--- src/shared/clock_source_control_map.svh ---
// Offsets, field positions, reset values and counts of the clock source control block.
// Assumes inclusion by bare name from the logic files.
`ifndef CLOCK_SOURCE_CONTROL_MAP_SVH
`define CLOCK_SOURCE_CONTROL_MAP_SVH

// ======================================================
// Register offsets
`define CSC_ADDR_W          8
`define CSC_OFF_CTRL        8'h00
`define CSC_OFF_STATUS      8'h10
`define CSC_OFF_MASK        8'h14

// ======================================================
// Control register fields
`define CSC_PLL_READY_BIT   25
`define CSC_PLL_EN_BIT      24
`define CSC_PLL_OUT_EN_BIT  23
`define CSC_PLL_BYPASS_BIT  22
`define CSC_CSS_EN_BIT      19
`define CSC_EXT_BYPASS_BIT  18
`define CSC_EXT_READY_BIT   17
`define CSC_EXT_EN_BIT      16
`define CSC_TRIM_MSB        7
`define CSC_TRIM_LSB        3
`define CSC_INT_READY_BIT   1
`define CSC_INT_EN_BIT      0
`define CSC_TRIM_RESET      5'h10
`define CSC_INT_EN_RESET    1'b1

// ======================================================
// Status and mask fields
`define CSC_EV_W            4
`define CSC_EV_INT_READY    0
`define CSC_EV_EXT_READY    1
`define CSC_EV_PLL_READY    2
`define CSC_EV_EXT_FAIL     3

// ======================================================
// Oscillator cycles from enable clear to ready low
`define CSC_DRAIN_TICKS     6

`endif

--- src/shared/clock_source_control_pkg.sv ---
// Types shared by the clock source control logic.
// Assumes compilation before the logic and verification files that use its types.
package clock_source_control_pkg;

   // ======================================================
   // System clock source as reported by the clock switch
   typedef enum logic [1:0]
   {
      src_int_osc = 2'h0,
      src_ext_osc = 2'h1,
      src_pll     = 2'h2
   } sys_clk_src_t;

   // ======================================================
   // Oscillator ready tracking states
   typedef enum logic [1:0]
   {
      osc_off,
      osc_starting,
      osc_ready,
      osc_draining
   } osc_state_t;

endpackage : clock_source_control_pkg

--- src/shared/ready_track_if.sv ---
// Enable, stability and ready signals between the control logic and a ready tracker.
// Assumes one clock domain; tick is a one-cycle pulse per oscillator cycle.
`timescale 1ns/1ps
interface ready_track_if;
   logic enable;
   logic stable;
   logic tick;
   logic ready;

   modport tracker
   (
      input  enable,
      input  stable,
      input  tick,
      output ready
   );

   modport owner
   (
      output enable,
      output stable,
      output tick,
      input  ready
   );
endinterface : ready_track_if

--- src/logic/clock_source_control.sv ---
// Clock source control register block with APB slave and event interrupt.
// Assumes all inputs synchronous to clock; tick inputs pulse once per
// oscillator cycle; mode and failure inputs are one-cycle pulses.
//
// The implementer's own choice: the APB interface to the registers.
`timescale 1ns/1ps
`include "clock_source_control_map.svh"
// Behaviour
// - PLL ready flag in bit 25 reflects lock; read-only to software.
// - Entering low-power-run, stop or power-down clears PLL and external enables.
// - Software clear of PLL enable ignored while PLL drives system clock.
// - PLL output passes only while PLL output enable bit 23 is one.
// - Bypass bit 22 selects PLL input clock instead of multiplied clock.
// - Clock failure detector active only with bit 19 set and external ready.
// - External bypass bit 18 writable only while external oscillator disabled.
// - External ready flag bit 17 drops 6 oscillator cycles after enable clear.
// - Software clear of external enable ignored while it drives system clock.
// - Five-bit internal trim in bits 7:3, writable, reset value 16.
// - Internal ready flag bit 1 drops 6 oscillator cycles after enable clear.
// - Software clear of internal enable ignored while it drives system clock.
// - Internal enable forced on at low-power exit and on external failure.
module clock_source_control
(
   input  wire logic                         clock,
   input  wire logic                         sys_rst,
   input  wire logic                         psel,
   input  wire logic                         penable,
   input  wire logic                         pwrite,
   input  wire logic [31:0]                  paddr,
   input  wire logic [31:0]                  pwdata,
   output logic      [31:0]                  prdata,
   output logic                              pready,
   output logic                              pslverr,
   input  wire clock_source_control_pkg::sys_clk_src_t sys_clk_src,
   input  wire logic                         low_power_entry,
   input  wire logic                         low_power_exit,
   input  wire logic                         ext_osc_fail,
   input  wire logic                         int_osc_stable,
   input  wire logic                         int_osc_tick,
   input  wire logic                         ext_osc_stable,
   input  wire logic                         ext_osc_tick,
   input  wire logic                         pll_locked,
   output logic                              int_osc_enable,
   output logic      [4:0]                   int_osc_trim,
   output logic                              ext_osc_enable,
   output logic                              ext_osc_bypass,
   output logic                              pll_enable,
   output logic                              pll_output_enable,
   output logic                              pll_bypass,
   output logic                              clock_detector_active,
   output logic                              irq
);

   // ======================================================
   // Bus decode
   logic                   access_done;
   logic                   wr_en;
   logic [`CSC_ADDR_W-1:0] addr;
   logic                   hit_ctrl;
   logic                   hit_status;
   logic                   hit_mask;
   logic                   mapped;

   // One wait state: pready rises in the second access cycle
   assign access_done = psel && penable && pready;
   assign wr_en       = access_done && pwrite && mapped;
   assign addr        = paddr[`CSC_ADDR_W-1:0];
   assign hit_ctrl    = (addr == `CSC_OFF_CTRL);
   assign hit_status  = (addr == `CSC_OFF_STATUS);
   assign hit_mask    = (addr == `CSC_OFF_MASK);
   assign mapped      = (paddr[31:`CSC_ADDR_W] == 24'h000000) &&
                        (hit_ctrl || hit_status || hit_mask);

   // ======================================================
   // Control register state
   logic       int_en_q;
   logic [4:0] trim_q;
   logic       ext_en_q;
   logic       ext_bp_q;
   logic       css_en_q;
   logic       pll_en_q;
   logic       pll_oe_q;
   logic       pll_bp_q;
   logic       pll_rdy_q;
   logic       css_act_q;
   logic       ctrl_wr;
   logic       int_en_d;
   logic       ext_en_d;
   logic       pll_en_d;

   assign ctrl_wr = wr_en && hit_ctrl;

   // Hardware set or clear outranks software; a low-power request wins
   // over the lock against turning off the running source.
   always_comb
   begin
      int_en_d = int_en_q;
      if (ctrl_wr)
      begin
         int_en_d = pwdata[`CSC_INT_EN_BIT] ||
                    (sys_clk_src == clock_source_control_pkg::src_int_osc);
      end
      if (low_power_exit || ext_osc_fail)
      begin
         int_en_d = 1'b1;
      end
   end

   always_comb
   begin
      ext_en_d = ext_en_q;
      if (ctrl_wr)
      begin
         ext_en_d = pwdata[`CSC_EXT_EN_BIT] ||
                    (sys_clk_src == clock_source_control_pkg::src_ext_osc);
      end
      if (low_power_entry)
      begin
         ext_en_d = 1'b0;
      end
   end

   always_comb
   begin
      pll_en_d = pll_en_q;
      if (ctrl_wr)
      begin
         pll_en_d = pwdata[`CSC_PLL_EN_BIT] ||
                    (sys_clk_src == clock_source_control_pkg::src_pll);
      end
      if (low_power_entry)
      begin
         pll_en_d = 1'b0;
      end
   end

   always_ff @(posedge clock)
   begin
      if (sys_rst)
      begin
         int_en_q <= `CSC_INT_EN_RESET;
         ext_en_q <= 1'b0;
         pll_en_q <= 1'b0;
      end
      else
      begin
         int_en_q <= int_en_d;
         ext_en_q <= ext_en_d;
         pll_en_q <= pll_en_d;
      end
   end

   // Plain software fields; ready flags and reserved bits are not stored
   always_ff @(posedge clock)
   begin
      if (sys_rst)
      begin
         trim_q   <= `CSC_TRIM_RESET;
         css_en_q <= 1'b0;
         pll_oe_q <= 1'b0;
         pll_bp_q <= 1'b0;
      end
      else if (ctrl_wr)
      begin
         trim_q   <= pwdata[`CSC_TRIM_MSB:`CSC_TRIM_LSB];
         css_en_q <= pwdata[`CSC_CSS_EN_BIT];
         pll_oe_q <= pwdata[`CSC_PLL_OUT_EN_BIT];
         pll_bp_q <= pwdata[`CSC_PLL_BYPASS_BIT];
      end
   end

   // Bypass may only change while the oscillator is off, else the pad mode
   // would switch under a running crystal.
   always_ff @(posedge clock)
   begin
      if (sys_rst)
      begin
         ext_bp_q <= 1'b0;
      end
      else if (ctrl_wr && !ext_en_q)
      begin
         ext_bp_q <= pwdata[`CSC_EXT_BYPASS_BIT];
      end
   end

   // ======================================================
   // Ready tracking
   ready_track_if int_trk ();
   ready_track_if ext_trk ();

   assign int_trk.enable = int_en_q;
   assign int_trk.stable = int_osc_stable;
   assign int_trk.tick   = int_osc_tick;
   assign ext_trk.enable = ext_en_q;
   assign ext_trk.stable = ext_osc_stable;
   assign ext_trk.tick   = ext_osc_tick;

   osc_ready_tracker #(.DRAIN_TICKS(`CSC_DRAIN_TICKS)) u_int_ready
   (
      .clock   (clock),
      .sys_rst (sys_rst),
      .trk     (int_trk)
   );

   osc_ready_tracker #(.DRAIN_TICKS(`CSC_DRAIN_TICKS)) u_ext_ready
   (
      .clock   (clock),
      .sys_rst (sys_rst),
      .trk     (ext_trk)
   );

   always_ff @(posedge clock)
   begin
      if (sys_rst)
      begin
         pll_rdy_q <= 1'b0;
      end
      else
      begin
         pll_rdy_q <= pll_en_q && pll_locked;
      end
   end

   // Detector waits for ready, or it would flag a crystal still starting
   always_ff @(posedge clock)
   begin
      if (sys_rst)
      begin
         css_act_q <= 1'b0;
      end
      else
      begin
         css_act_q <= css_en_q && ext_trk.ready;
      end
   end

   // ======================================================
   // Events and interrupt
   logic [`CSC_EV_W-1:0] status_q;
   logic [`CSC_EV_W-1:0] mask_q;
   logic [`CSC_EV_W-1:0] events;
   logic                 int_rdy_prev_q;
   logic                 ext_rdy_prev_q;
   logic                 pll_rdy_prev_q;
   logic [`CSC_EV_W-1:0] status_clr;
   logic                 irq_q;

   always_ff @(posedge clock)
   begin
      if (sys_rst)
      begin
         int_rdy_prev_q <= 1'b0;
         ext_rdy_prev_q <= 1'b0;
         pll_rdy_prev_q <= 1'b0;
      end
      else
      begin
         int_rdy_prev_q <= int_trk.ready;
         ext_rdy_prev_q <= ext_trk.ready;
         pll_rdy_prev_q <= pll_rdy_q;
      end
   end

   always_comb
   begin
      events                      = '0;
      events[`CSC_EV_INT_READY]   = int_trk.ready && !int_rdy_prev_q;
      events[`CSC_EV_EXT_READY]   = ext_trk.ready && !ext_rdy_prev_q;
      events[`CSC_EV_PLL_READY]   = pll_rdy_q && !pll_rdy_prev_q;
      events[`CSC_EV_EXT_FAIL]    = ext_osc_fail;
   end

   assign status_clr = (wr_en && hit_status) ? pwdata[`CSC_EV_W-1:0] : '0;

   // New event wins over a clear in the same cycle
   always_ff @(posedge clock)
   begin
      if (sys_rst)
      begin
         status_q <= '0;
      end
      else
      begin
         status_q <= (status_q & ~status_clr) | events;
      end
   end

   always_ff @(posedge clock)
   begin
      if (sys_rst)
      begin
         mask_q <= '0;
      end
      else if (wr_en && hit_mask)
      begin
         mask_q <= pwdata[`CSC_EV_W-1:0];
      end
   end

   // Registered, so irq trails the status bit by one cycle
   always_ff @(posedge clock)
   begin
      if (sys_rst)
      begin
         irq_q <= 1'b0;
      end
      else
      begin
         irq_q <= |(status_q & mask_q);
      end
   end

   // ======================================================
   // Read path and handshake
   logic [31:0] ctrl_view;
   logic [31:0] rdata_d;
   logic [31:0] rdata_q;
   logic        ready_q;
   logic        err_q;

   always_comb
   begin
      ctrl_view                              = 32'h00000000;
      ctrl_view[`CSC_PLL_READY_BIT]          = pll_rdy_q;
      ctrl_view[`CSC_PLL_EN_BIT]             = pll_en_q;
      ctrl_view[`CSC_PLL_OUT_EN_BIT]         = pll_oe_q;
      ctrl_view[`CSC_PLL_BYPASS_BIT]         = pll_bp_q;
      ctrl_view[`CSC_CSS_EN_BIT]             = css_en_q;
      ctrl_view[`CSC_EXT_BYPASS_BIT]         = ext_bp_q;
      ctrl_view[`CSC_EXT_READY_BIT]          = ext_trk.ready;
      ctrl_view[`CSC_EXT_EN_BIT]             = ext_en_q;
      ctrl_view[`CSC_TRIM_MSB:`CSC_TRIM_LSB] = trim_q;
      ctrl_view[`CSC_INT_READY_BIT]          = int_trk.ready;
      ctrl_view[`CSC_INT_EN_BIT]             = int_en_q;
   end

   always_comb
   begin
      rdata_d = 32'h00000000;
      if (hit_ctrl)
      begin
         rdata_d = ctrl_view;
      end
      else if (hit_status)
      begin
         rdata_d[`CSC_EV_W-1:0] = status_q;
      end
      else if (hit_mask)
      begin
         rdata_d[`CSC_EV_W-1:0] = mask_q;
      end
   end

   always_ff @(posedge clock)
   begin
      if (sys_rst)
      begin
         ready_q <= 1'b0;
         err_q   <= 1'b0;
         rdata_q <= 32'h00000000;
      end
      else
      begin
         ready_q <= psel && penable && !ready_q;
         err_q   <= psel && penable && !ready_q && !mapped;
         if (psel && penable && !ready_q && !pwrite && mapped)
         begin
            rdata_q <= rdata_d;
         end
         else
         begin
            rdata_q <= 32'h00000000;
         end
      end
   end

   // ======================================================
   // Outputs
   assign prdata                = rdata_q;
   assign pready                = ready_q;
   assign pslverr               = err_q;
   assign irq                   = irq_q;
   assign int_osc_enable        = int_en_q;
   assign int_osc_trim          = trim_q;
   assign ext_osc_enable        = ext_en_q;
   assign ext_osc_bypass        = ext_bp_q;
   assign pll_enable            = pll_en_q;
   assign pll_output_enable     = pll_oe_q;
   assign pll_bypass            = pll_bp_q;
   assign clock_detector_active = css_act_q;

endmodule : clock_source_control

--- src/logic/osc_ready_tracker.sv ---
// Ready flag of one clock source: raised when the source is enabled and stable,
// dropped after a fixed number of source cycles once the enable goes low.
// Assumes tick pulses are synchronous to clock, one per source cycle.
`timescale 1ns/1ps
`include "clock_source_control_map.svh"
module osc_ready_tracker
#(
   parameter int unsigned DRAIN_TICKS = `CSC_DRAIN_TICKS
)
(
   input  wire logic           clock,
   input  wire logic           sys_rst,
   ready_track_if.tracker      trk
);

   // ======================================================
   // State
   clock_source_control_pkg::osc_state_t state_q;
   logic [3:0]                           drain_cnt_q;

   always_ff @(posedge clock)
   begin
      if (sys_rst)
      begin
         state_q     <= clock_source_control_pkg::osc_off;
         drain_cnt_q <= 4'h0;
      end
      else
      begin
         case (state_q)
            clock_source_control_pkg::osc_off:
            begin
               if (trk.enable)
               begin
                  state_q <= clock_source_control_pkg::osc_starting;
               end
            end
            clock_source_control_pkg::osc_starting:
            begin
               if (!trk.enable)
               begin
                  state_q <= clock_source_control_pkg::osc_off;
               end
               else if (trk.stable)
               begin
                  state_q <= clock_source_control_pkg::osc_ready;
               end
            end
            clock_source_control_pkg::osc_ready:
            begin
               drain_cnt_q <= 4'h0;
               if (!trk.enable)
               begin
                  state_q <= clock_source_control_pkg::osc_draining;
               end
            end
            clock_source_control_pkg::osc_draining:
            begin
               // Flag stays up until the source has really wound down
               if (trk.enable)
               begin
                  state_q <= clock_source_control_pkg::osc_ready;
               end
               else if (trk.tick)
               begin
                  if (drain_cnt_q == 4'(DRAIN_TICKS - 1))
                  begin
                     state_q <= clock_source_control_pkg::osc_off;
                  end
                  drain_cnt_q <= drain_cnt_q + 4'h1;
               end
            end
            default:
            begin
               state_q <= clock_source_control_pkg::osc_off;
            end
         endcase
      end
   end

   assign trk.ready = (state_q == clock_source_control_pkg::osc_ready) ||
                      (state_q == clock_source_control_pkg::osc_draining);

endmodule : osc_ready_tracker

--- config.mk ---
export PLATFORM = sky130hd
export DESIGN_NAME = clock_source_control
export DESIGN_NICKNAME = d
export VERILOG_FILES = /design/src/shared/clock_source_control_pkg.sv /design/src/shared/ready_track_if.sv /design/src/logic/clock_source_control.sv /design/src/logic/osc_ready_tracker.sv
export VERILOG_INCLUDE_DIRS = /design/src /design/src/shared
export SDC_FILE = /design/constraint.sdc
export NUM_CORES = 1
export LEC_CHECK = 0
export ABC_CLOCK_PERIOD_IN_PS = 2550
export CORE_UTILIZATION = 50
export DETAILED_ROUTE_END_ITERATION = 8
export DONT_BUFFER_PORTS = 1
export GPL_ROUTABILITY_DRIVEN = 1
export SETUP_SLACK_MARGIN = 0.4
export SLEW_MARGIN = 25
export SYNTH_ARGS = -nofsm -noshare
export SYNTH_HDL_FRONTEND = slang
export SYNTH_HIERARCHICAL = 1
export SYNTH_SLANG_ARGS = --single-unit
--- constraint.sdc ---
create_clock -name clock -period 2.55 [get_ports clock]
set_clock_uncertainty 0.2 [all_clocks]
set_input_delay 0.1275 -clock clock [delete_from_list [all_inputs] [get_ports clock]]
set_output_delay 0.1275 -clock clock [all_outputs]
set_load 0.1 [all_outputs]
Word level (Yosys, flattened, before mapping)
Cells that the tools add are included.
Word-level totals
  register bits after elaboration: 72
  input port bits: 79
  logic and storage cells: 135
Cells by class
  add/sub/neg operators: 2
  equal/unequal tests: 26
  mux-type cells: 26
  bitwise gates (word level): 6
  reductions and logical operators: 50
Operator list (number)
  $mux 4: 8
  $mux 2: 14
  $logic_not 24->1: 1
  $logic_and 1x1->1: 18
  $eq 8x5->1 const B: 2
  $ne 2x2->1 const B: 8
  $pmux 2 s4: 2
  $pmux 4 s2: 2
  $ne 3x3->1 const B: 4
  $eq 2x2->1 const B: 5
  $reduce_and 5->1: 2
  $add 4x1->4 const B: 2
  $and 4x4->4: 2
  $eq 4x3->1 const B: 2
  $logic_not 8->1: 1
  $logic_or 1x1->1: 8
  $logic_not 1->1: 7
  $eq 2x1->1 const B: 3
  $logic_not 2->1: 3
  $ne 3x2->1 const B: 2
  $reduce_and 3->1: 2
  $reduce_or 2->1: 3
  $reduce_or 3->1: 2
  $not 4->4: 1
  other kinds (4): 6

Depth between registers and ports, before layout
Gate-level depths: netlist of run 1.
  depth in word-level cells: 10
  mapped depth: 6
  mapped depth without buffers: 6

Hierarchy
The synthesis of run 1 kept the hierarchy.
By module, submodules not included
  clock_source_control: instances 1, cells an instance 205, area an instance 1955.6 µm², sequential area each 880.8 µm²
  osc_ready_tracker: instances 2, cells an instance 41, area an instance 332.8 µm², sequential area each 120.1 µm²

Worst setup path after synthesis of run 1
No wires, ideal clock.
  path kind: flip-flop to flip-flop
  start: register ready_q (netlist: pready)
  end: register mask_q[0]
  setup time: 0.072 ns
  arrival: 2.300 ns
  slack: -0.022 ns
  cell stages (with the launch flop): 5
  cell sequence: dfxtp_1 > and4_1 > nand4_1 > nor4_2 > mux2i_1
Between the ends
  cells in the longest elaborated chain, start to end: 4
RTL lines
  from (decl): RTL line clock_source_control.sv:318  | logic ready_q;
  from (signal assigned): RTL line clock_source_control.sv:364  | ready_q <= psel && penable && !ready_q;
  $logic_and 1x1->1: RTL line clock_source_control.sv:65  | assign access_done = psel && penable && pready;
  $logic_and 1x1->1 (2 in a row): RTL line clock_source_control.sv:66  | assign wr_en = access_done && pwrite && mapped;
  $logic_and 1x1->1: RTL line clock_source_control.sv:294  | else if (wr_en && hit_mask)
  to (signal assigned): RTL line clock_source_control.sv:296  | mask_q <= pwdata[`CSC_EV_W-1:0];
  to (decl): RTL line clock_source_control.sv:240  | logic [`CSC_EV_W-1:0] mask_q;
Every way passes these cells.
A chain may end at the register's enable or synchronous reset.

Worst setup path in the final report of run 1
  start: input paddr[1]
  end: register rdata_q[19] (netlist: prdata[19])
Between the ends
  cells in the longest elaborated chain, start to end: 7
  elaborated cells between the ends (all ways): 10
  those cells by class: 2 x eq/ne; 2 x bitwise; 6 x reduce/logical
RTL lines
  from (decl): RTL line clock_source_control.sv:29  | input wire logic [31:0] paddr,
  $eq 8x5->1 (no line) or $logic_not 8->1 (tied branches)
  $logic_or 1x1->1 (2 in a row): RTL line clock_source_control.sv:72  | (hit_ctrl || hit_status || hit_mask);
  $logic_and 1x1->1: RTL line clock_source_control.sv:71  | assign mapped = (paddr[31:`CSC_ADDR_W] == 24'h000000) &&
  $logic_and 1x1->1: RTL line clock_source_control.sv:366  | if (psel && penable && !ready_q && !pwrite && mapped)
  $not 1->1 (no line)
  $reduce_or 3->1 (no line) *
  to (signal assigned): RTL line clock_source_control.sv:368  | rdata_q <= rdata_d;
  to (decl): RTL line clock_source_control.sv:317  | logic [31:0] rdata_q;
Mark *: on every way between the ends. The rest lies on a longest branch, timed or not.

==> impl_results.md, run 1 <==
* Detailed Route Iter0 Violations at 77
* Clock power frac at between 30% and 40%
* Via Count at 2146
* Total wire length at 5.64 mm
* # Max-Cap Violations at 0
* Final weighted congestion in routability-driven placement at roughly 0.8
* Die Span Y at approximately 74 um
* Relative slew slack at 36.1%
* Max Slew Vio Count at 0
* Post-Syn Instances at 287
* Synth Cell Area at 2620 um^2
* Reg2reg path depth at 5
* M1 GR Usage at about a quarter
* Register area share after synthesis at 42.8%
* M3 GR Usage at 5.69%
* Worst hold path type: input pin to register
* Setup CP Type: input pin to register
* Switching Share at 29.1%
* Initial Util at 53.7%
* Nets at about 420
* Crit path time final at 2060 ps
* Status: finished, violations left
* Fin cells at 403
* Worst Path Required at 2600 ps
* Setup tns final at 0 ps
* GRT Overall Usage at a little over a fifth
* Die span in x at 74.4 um
* Dpl hpwl at between 3 and 4 mm
* I/O pins at 126
* R2R Path End: mask_q[0]$_SDFFE_PP0P_
* Hold Path Depth at 4
* Clock Path Buffers at 2
* HP Start: paddr[12]
* Failing checks: negative hold slack
* Detail Route Antenna Nets at 0
* P_leak at between 1 and 1.5 nW
* Synthesized flop and latch total at 56
* R2r setup slk at 530 ps
* Final Util at 66.7%
* Logic pwr share at approximately 14%
* Unrepaired setup endpoints after global routing: false
* Routed length per instance at 14.0 um
* Worst R2R Start: pready$_SDFF_PP0_
* Global route overflow at 0
* Post-route cell area at 3260 um^2
* Vias per cell at around 5.3
* Clk slew on worst S/H paths at 100 ps
* Critical Path AT at 2120 ps
* CTS Sinks at 56
* Core ar. at roughly 4900 um^2
* Initial antenna violation count at 0
* Period utilisation layout at 81.0%
* Synth-to-Final Area Change at 24.2%
* Clk Latency, worst-skew pair at 310 ps
* Port bufs at 0
* Max incr delay on CP at 600 ps
* Crit path capture type: register
* Syn_area_per_cell at 9.13 um^2
* Power share of the sequential group at between 50% and 60%
* Top Usage Layer GRT: met2
* Share of cells above drive strength 1 at 12.5%
* Most common flop cell mapped by yosys: dfxtp_1
* Worst path cell trace: or3_4 -> dlygate4sd3_1 -> nor3_1 -> and4bb_2 -> and2_1
* Cells after DPL at 353
* P_int at approximately 1.2 mW
* Measured slew at the worst slew-check pin at around 960 ps
* # fillers at 403
* Final setup fails at 0
* CTS Root Cell: clkbuf_8
* Diodes inserted at 0
* CP Launch Type: input pin
* DR DRC count at 0
* Switching Power at 0.474 mW
* Async S/R FF share, synth at 0%
* Die ar. at 5540 um^2
* Max IR drop VDD at between 0.0003 and 0.0004 V
* Vias in the first global route at 2105
* Largest net degree at the start of global routing at 50
* Max Freq at just under 500 MHz
* DRT Pass-1 Iters at 4
* Final Hold Fails at 1
* Site row count at 25
* Yosys Warn Count at 6
* Hold EP: pslverr$_SDFF_PP0_
* Num CTS Buffers at 5
* H-tree depth at 2
* Setup crit start: paddr[1]
* PwrDens at ~500 nW/um^2
* Distinct cells, synth at 45
* Crit path max fanout at 12
* Post-synth EDFFs at 0
* Routing usage on met2 at 38.5%
* Hold slack at -8.35 ps
* CTS tree: done
* Post-placement cell area at 2700 um^2
* Critical Path Slowest Stage Cell: dlygate4sd3_1
* First-pass GRT wire length at 8.90 mm
## area by class of cell
| cell class | count | area, um^2 | area share (%) |
|---|---|---|---|
| timing repair buffer | 55 | 541 | 16.6 |
| multi-input combinational | 206 | 1370 | 42.1 |
| inverter | 11 | 41.3 | 1.27 |
| clock buffer | 5 | 68.8 | 2.11 |
| tap | 67 | 83.8 | 2.57 |
| sequential | 56 | 1120 | 34.6 |
| clock inverter | 3 | 25.0 | 0.769 |
## cells in the final DEF, fill, tap and decap left out, drive strengths merged, types with 3 or more instances in the layout
cell type	instances
a21oi	14
a22oi	4
and2	13
and3b	3
buf	15
clkbuf	5
conb	16
dfxtp	56
dlygate4sd3	39
ha	4
inv	13
mux2	5
mux2i	16
nand2	9
nand2b	29
nand3	8
nand4	4
nor2	14
nor2b	8
nor3	11
nor4	13
o21ai	8
o2bb2ai	3
o31ai	3
or3	5
## flip-flops by register name, indices dropped and copies added, names as in the netlist, 4 cells and up, named ones only
signal	cells
int_osc_trim	5
mask_q	4
u_int_ready/drain_cnt_q	4
prdata	16
u_ext_ready/drain_cnt_q	4
status_q	4
## layer usage
| metal | share of wire (%) | vias to the layer above |
|---|---|---|
| met2 | 48 | 97 |
| met5 | 0 | - |
| li1 | - | 1070 |
| met3 | 7.3 | 11 |
| met4 | 1.5 | 0 |
| met1 | 43 | 968 |
## synthesized netlist by cell type (all sizes together), types with 5 or more instances
cell    instances  area, um^2
a21oi          14        70.1
and2           13        81.3
buf            19         134
clkbuf         10        38.8
dfxtp          56        1120
inv            11        41.3
mux2            5        56.3
mux2i          16         160
nand2           9        33.8
nand2b         29         181
nand3           8        40.0
nor2           14        52.6
nor2b           8        55.1
nor3           11        66.3
nor4           13        87.6
o21ai           8        40.0
or3             5        36.3
## critical path, delay by kind of cell
kind          cells  cell delay, ps
simple gates      4            1370
buf+inv           1             600
## power groups by stage
stage	sequential (mW)	clock, mW	combinational [mW]
after floorplan	0.917	0	0.182
after global placement	0.924	0	0.154
after detailed placement	0.924	0	0.155
after CTS	0.904	0.521	0.220
after global routing	0.906	0.559	0.237
final	0.904	0.504	0.223
## how the worst max path moves through the flow
stage / endpoint / cells past startpoint
3_5_place_dp: pll_bypass$_SDFFE_PP0P_ / 4
2_1_floorplan: int_osc_enable$_SDFFE_PP1P_ / 5
6_report: prdata[19]$_SDFF_PP0_ / 5
5_1_grt: prdata[1]$_SDFF_PP0_ / 6
3_3_place_gp: pll_bypass$_SDFFE_PP0P_ / 4
4_1_cts: prdata[2]$_SDFF_PP0_ / 6
## repair_timing
item                                   4_1_cts  5_1_grt
setup endpoints to repair                    0       17
resized for setup                            0        4
endpoints found under the hold margin       44        0
setup buffers                                0        1
hold buffers                                41        0
## stage by stage
stage / power [mW] / worst slack, ps
floorplan: 1.10 / 489
global placement: 1.08 / 481
detailed placement: 1.08 / 473
CTS: 1.65 / 459
global route: 1.70 / 425
finish: 1.63 / 486
## cell families (layout without fill, tap and decap cells)
logic type,count (synthesis),after routing,share of synthesized area [%]
flops,56,56,42.8
mux,21,21,8.26
other cells,1,16,0.143
simple gates,127,127,29.8
buf+inv,40,74,8.16
fa+ha+maj,4,4,1.91
compound gates,38,38,8.97
Power figures use the tool's default switching activity.
==> run 2, diff against run 1 <==
ABC_AREA = 1   (was default)
ABC_CLOCK_PERIOD_IN_PS = 2000   (was 2550)
clock period = 2 ns   (was 2.55 ns; I/O delays follow)
==> impl_results.md, run 2 <==
* CTS tree: done
* # Max-Cap Violations at 0
* Clock power frac at 29.3%
* Top delay family on crit path: buffers and inverters
* Xor/xnor share of the synthesized area at 0.637%
* Nets at 526
* Die span in x at approximately 76 um
* DRT Pass-1 Iters at 4
* Initial Util at approximately 53%
* Largest net degree at the start of global routing at 20
* Num CTS Buffers at 5
* Critical Path Slowest Stage Cell: dlygate4sd3_1
* Vias in the first global route at 2249
* Flip-flop count of the largest register after layout at 16
* Largest family of logic cells by synthesized area: simple AND/OR/NAND/NOR gates
* Post-synthesis simple-gate area fraction at 34.0%
* I/O pins at approximately 130
* Final Hold Fails at 10
* Post-synth EDFFs at 0
* PwrDens at 624 nW/um^2
* Distinct cells, synth at 35
* Synth area leaders: dfxtp_1 (41%), nor2_1 (9.1%), nand2_1 (8.6%)
* DR DRC count at 0
* Unrepaired setup endpoints after global routing: true
* Synthesized flop and latch total at 56
* Diodes inserted at 0
* Most common cell after layout, fill and taps aside: nor2_1
* Vias per cell at 4.76
* Clock Path Buffers at 2
* Switching Share at around 31%
* Max IR drop VDD at 0.000320 V
* Dpl hpwl at 4.12 mm
* Clk Latency, worst-skew pair at 310 ps
* Post-Syn Instances at about 370
* Worst path cell trace: dlygate4sd3_1 -> inv_2 -> nor2_1 -> dlygate4sd3_1 -> nor3_2 -> nor2_1
* Synthesized-area fraction occupied by adder cells at 1.82%
* Hold Path Depth at 1
* CTS Root Cell: clkbuf_8
* Worst Path Required at 2010 ps
* Synth-to-Final Area Change at 27.5%
* Failing checks: negative hold slack
* Most common flop cell mapped by yosys: dfxtp_1
* Hold slack at -354 ps
* CP Launch Type: input pin
* Setup CP Type: input pin to register
* Worst R2R Start: pready$_SDFF_PP0_
* Total wire length at 6.08 mm
* Detailed Route Iter0 Violations at 75
* Logic pwr share at 17.0%
* First-pass GRT wire length at 10.0 mm
* Most common cell in the netlist: nor2_1
* Final weighted congestion in routability-driven placement at ~0.85
* Power share of the sequential group at 53.8%
* Syn_area_per_cell at 7.38 um^2
* Final Util at 67.4%
* Reg2reg path depth at 5
* CTS Sinks at 56
* Crit path time final at 1630 ps
* Period utilisation layout at between 80% and 90%
* R2R Path End: prdata[1]$_SDFF_PP0_
* Core ar. at 5200 um^2
* Max Slew Vio Count at 0
* Final setup fails at 0
* Post-synth top area share at 40.7%
* Switching Power at 0.683 mW
* H-tree depth at 2
* Routed length per instance at roughly 12 um
* Register area share after synthesis at 40.7%
* CP bufs+invs at 3
* Detail Route Antenna Nets at 0
* Clk slew on worst S/H paths at 100 ps
* Mux cell area share after synthesis at 0%
* Critical Path AT at 1640 ps
* Synth Cell Area at 2750 um^2
* P_leak at 1.63 nW
* Hold EP: pready$_SDFF_PP0_
* Status: finished, violations left
* Die Span Y at between 70 and 80 um
* Worst hold path type: input pin to register
* Max Freq at 614 MHz
* Port bufs at 0
* GRT Overall Usage at 21.7%
* Site row count at 26
* Crit path capture type: register
* Initial antenna violation count at 0
* Global route overflow at 0
* Crit path max fanout at 2
* Most instantiated cells after synthesis: nor2_1 (67), nand2_1 (63), dfxtp_1 (56)
* HP Start: sys_rst
* Die ar. at between 5000 and 6000 um^2
* Async S/R FF share, synth at 0%
* Synth area leader: dfxtp_1
* Share of cells above drive strength 1 at approximately 24%
* R2r setup slk at about 400 ps
* Max incr delay on CP at 570 ps
* Commonest non-fill, non-tap cells in the layout: nor2_1 (65), nand2_1 (61), dfxtp_1 (51), inv_1 (48), buf_4 (38)
* Yosys Warn Count at 6
* Setup tns final at 0 ps
* Compound-Gate Fraction of Synth Area at 7.91%
* Via Count at 2446
* P_int at 1.51 mW
run 2: changes by cell type in the layout (fill, tap and decap cells not counted), moves of 8 or more:
cell      before  now
nor4_1        11    1
nor2_2         0   18
nor2_1        14   65
and2_1        13    0
inv_1         11   48
nand2_1        9   61
inv_2          0    8
o21ai_0        6   14
buf_4         13   38
mux2i_1       16    0
nand2b_1      29    0
run 2: area by class of cell:
class                   instances  area (um^2)
flip-flops and latches         56         1130
multi-input cells             251         1350
inverters                      56          210
clock buffers                   5         68.8
well taps                      70         87.6
fillers                       465         1700
clock inverters                 3         26.3
repair buffers                 73          636
run 2: kinds of logic after synthesis:
| family | count (synthesis) |
|---|---|
| simple gates | 189 |
| buf+inv | 82 |
| flops | 56 |
| compound gates | 39 |
| fa+ha+maj | 4 |
| xor+xnor | 2 |
| other cells | 1 |
run 2: timing repair:
item,4_1_cts,5_1_grt
endpoints found under the hold margin,44,11
setup endpoints to repair,15,22
setup buffers,0,5
resized for setup,2,11
hold buffers,35,1
pin swaps,1,4
cloned,0,1
run 2: how the worst max path moves through the flow:
stage / depth (start not counted) / startpoint / end / slack, ps
final: 6 / sys_clk_src[1] / pll_enable$_SDFFE_PP0P_ / 370
after global routing: 5 / pready$_SDFF_PP0_ / prdata[1]$_SDFF_PP0_ / 300
after CTS: 5 / pready$_SDFF_PP0_ / prdata[1]$_SDFF_PP0_ / 420
after detailed placement: 10 / paddr[0] / pll_enable$_SDFFE_PP0P_ / 250
after global placement: 10 / paddr[0] / pll_enable$_SDFFE_PP0P_ / 270
after floorplan: 7 / pready$_SDFF_PP0_ / mask_q[0]$_SDFFE_PP0P_ / 380
run 2: through the flow:
step                      instances  cell area (um^2)  setup WS (ps)  hold WS [ps]  total power [mW]
final                           514              3510            371          -354              2.19
after global routing            514              3510            302          -379              2.30
after CTS                       508              3430            416          -364              2.20
after detailed placement        465              2970            246         -26.0              1.50
after global placement          465              2970            275         -27.1              1.50
after floorplan                 388              2830            376         -32.0              1.52
run 2: power by group through the flow:
stage	sequential [mW]	clock (mW)	combinational, mW
detailed placement	1.20	0	0.304
CTS	1.18	0.666	0.360
global route	1.18	0.722	0.400
finish	1.18	0.640	0.372
global placement	1.20	0	0.299
floorplan	1.19	0	0.333
run 2: per-layer routing:
layer | track usage [%] | vias to the layer above | part of all wire (%)
li1 | - | 1267 | -
met1 | 26.1 | 1068 | 43
met2 | 38.5 | 103 | 49
met3 | 4.67 | 8 | 6.3
met4 | 6.73 | 0 | 1.5
met5 | 0 | - | 0
run 2: worst reg2reg max path: cells and delay by family (launching register included):
kind | cells | cell delay (ps)
AOI/OAI and AO/OA | 1 | 150
DFF | 1 | 380
and+or+nand+nor | 4 | 810
==> run 3, diff against run 2 <==
ABC_AREA = 0   (was 1)
ABC_CLOCK_PERIOD_IN_PS = 1450   (was 2000)
PLACE_DENSITY = 0.68   (was default)
clock period = 1.45 ns   (was 2 ns; I/O delays follow)
==> impl_results.md, run 3 (same netlist as run 1, synthesis figures left out) <==
* Vias per cell at 5.44
* Clock power frac at 31.4%
* Core ar. at about 5000 um^2
* Setup crit start: pready$_SDFF_PP0_
* Routed length per instance at around 16 um
* Synth-to-Final Area Change at 46.1%
* Cells after DPL at around 370
* Clk Latency, worst-skew pair at 310 ps
* Fin cells at roughly 410
* Worst R2R Start: pready$_SDFF_PP0_
* # Max-Cap Violations at 0
* CP Launch Type: register
* Die ar. at 5540 um^2
* Vias in the first global route at 2111
* Final weighted congestion in routability-driven placement at between 0.7 and 0.8
* Clock Path Buffers at 2
* Total wire length at 6.70 mm
* Crit path capture type: register
* Detail Route Antenna Nets at 0
* Logic pwr share at 13.2%
* Unrepaired setup endpoints after global routing: true
* # fillers at 333
* CTS Sinks at 56
* Nets at roughly 430
* Port bufs at 0
* Detailed Route Iter0 Violations at 93
* Status: finished, violations left
* Commonest non-fill, non-tap cells in the layout: nand2b_1 (29), dfxtp_4 (28), buf_4 (28), dfxtp_1 (19)
* Failing checks: negative hold slack, negative setup slack
* Global route overflow at 0
* Largest net degree at the start of global routing at 50
* Share of cells above drive strength 1 at 43.8%
* CTS tree: done
* Measured slew at the worst slew-check pin at just over 500 ps
* Crit path capture: int_osc_trim[0]$_SDFFE_PP0P_
* Flip-flop count of the largest register after layout at 16
* Setup CP Type: register to register
* Site row count at 25
* I/O pins at 126
* DR DRC count at 0
* Initial antenna violation count at 0
* Clk slew on worst S/H paths at 100 ps
* Die Span Y at 74.4 um
* Max Slew Vio Count at 0
* PnR worst setup slack at -165 ps
* Final setup fails at 37
* CTS Root Cell: clkbuf_8
* Top Usage Layer GRT: met2
* First-pass GRT wire length at 10.1 mm
* H-tree depth at 2
* Final Hold Fails at 44
* Hold slack at -392 ps
* Worst slack, placed at -474 ps
* P_leak at 1.41 nW
* Via Count at about 2200
* Critical Path AT at 1620 ps
* Dpl hpwl at slightly above 4 mm
* M3 GR Usage at 4.47%
* DRT Pass-1 Iters at 4
* Crit path time final at ~1600 ps
* PwrDens at 721 nW/um^2
* Period utilisation layout at 111%
* Routing usage on met2 at 42.9%
* Relative slew slack at 65.9%
* P_int at just under 2 mW
* Reg2reg path depth at 5
* Hold Path Depth at 1
* Max IR drop VDD at 0.000460 V
* R2r setup slk at -170 ps
* Register area at 1240 um^2
* Initial Util at 53.7%
* Max Freq at 619 MHz
* M1 GR Usage at 30.0%
* Multi-input gate area at 1670 um^2
* R2R Path End: int_osc_trim[0]$_SDFFE_PP0P_
* Worst Path Required at 1450 ps
* Diodes inserted at 0
* Worst hold path type: input pin to register
* Switching Share at 29.1%
* Switching Power at roughly 0.80 mW
* Num CTS Buffers at 5
* Die span in x at 74.4 um
* GRT Overall Usage at 24.2%
* Power share of the sequential group at between 50 and 60%
* Post-placement cell area at 2980 um^2
* Crit path max fanout at 6
* Post-route cell area at 3830 um^2
* Most common cell after layout, fill and taps aside: nand2b_1
## run 3: worst min-delay path by stage
stage	startpoint	endpoint	slack (ps)
after floorplan	sys_rst	u_ext_ready/drain_cnt_q[0]$_SDFFE_PP0P_	-60
after global placement	sys_rst	u_ext_ready/drain_cnt_q[0]$_SDFFE_PP0P_	-60
after detailed placement	sys_rst	irq$_SDFF_PP0_	-60
after CTS	sys_rst	register	-400
after global routing	sys_rst	u_ext_ready/drain_cnt_q[1]$_SDFFE_PP0P_	-400
final	sys_rst	register	-390
## run 3: power groups by stage
stage,Combinational [mW],Sequential (mW),Clock [mW]
final,0.366,1.53,0.868
after global routing,0.382,1.53,0.959
after CTS,0.348,1.54,0.895
after detailed placement,0.299,1.61,0
after global placement,0.297,1.61,0
after floorplan,0.325,1.61,0
## run 3: layout make-up
class / count / share of cell area (%)
Multi-Input combinational cell: 206 / 43.5
Sequential cell: 56 / 32.3
Timing Repair Buffer: 64 / 18.5
Tap cell: 67 / 2.19
Clock buffer: 5 / 1.80
Inverter: 11 / 1.08
Clock inverter: 3 / 0.588
## run 3: critical path: stages, from the launching register on
cell and delay [ps]:
dfxtp_4 370, and4_1 170, nand4_1 110, buf_6 170, or3_4 360, mux2i_1 130
## run 3: layer usage
| layer | wire length (um) | up-vias |
|---|---|---|
| li1 | - | 1080 |
| met2 | 3500 | 99 |
| met4 | 63 | 0 |
| met1 | 2750 | 1058 |
| met3 | 386 | 5 |
| met5 | 0 | - |
## run 3: per-stage QoR
step | power [mW] | TNS (ps) | util [%]
final | 2.76 | -3830 | 78.5
after global routing | 2.87 | -6780 | 78.5
after CTS | 2.78 | -4470 | 75.5
after detailed placement | 1.91 | -10050 | 61.1
after global placement | 1.90 | -8750 | 61.1
after floorplan | 1.93 | -15120 | -
## run 3: what timing repair did
item,CTS,global route
hold buffers,15,1
hold endpoints to repair,44,44
endpoints found under the setup margin,82,82
setup buffers,14,3
gates cloned,0,0
pin swaps,22,7
gates resized for setup,89,24
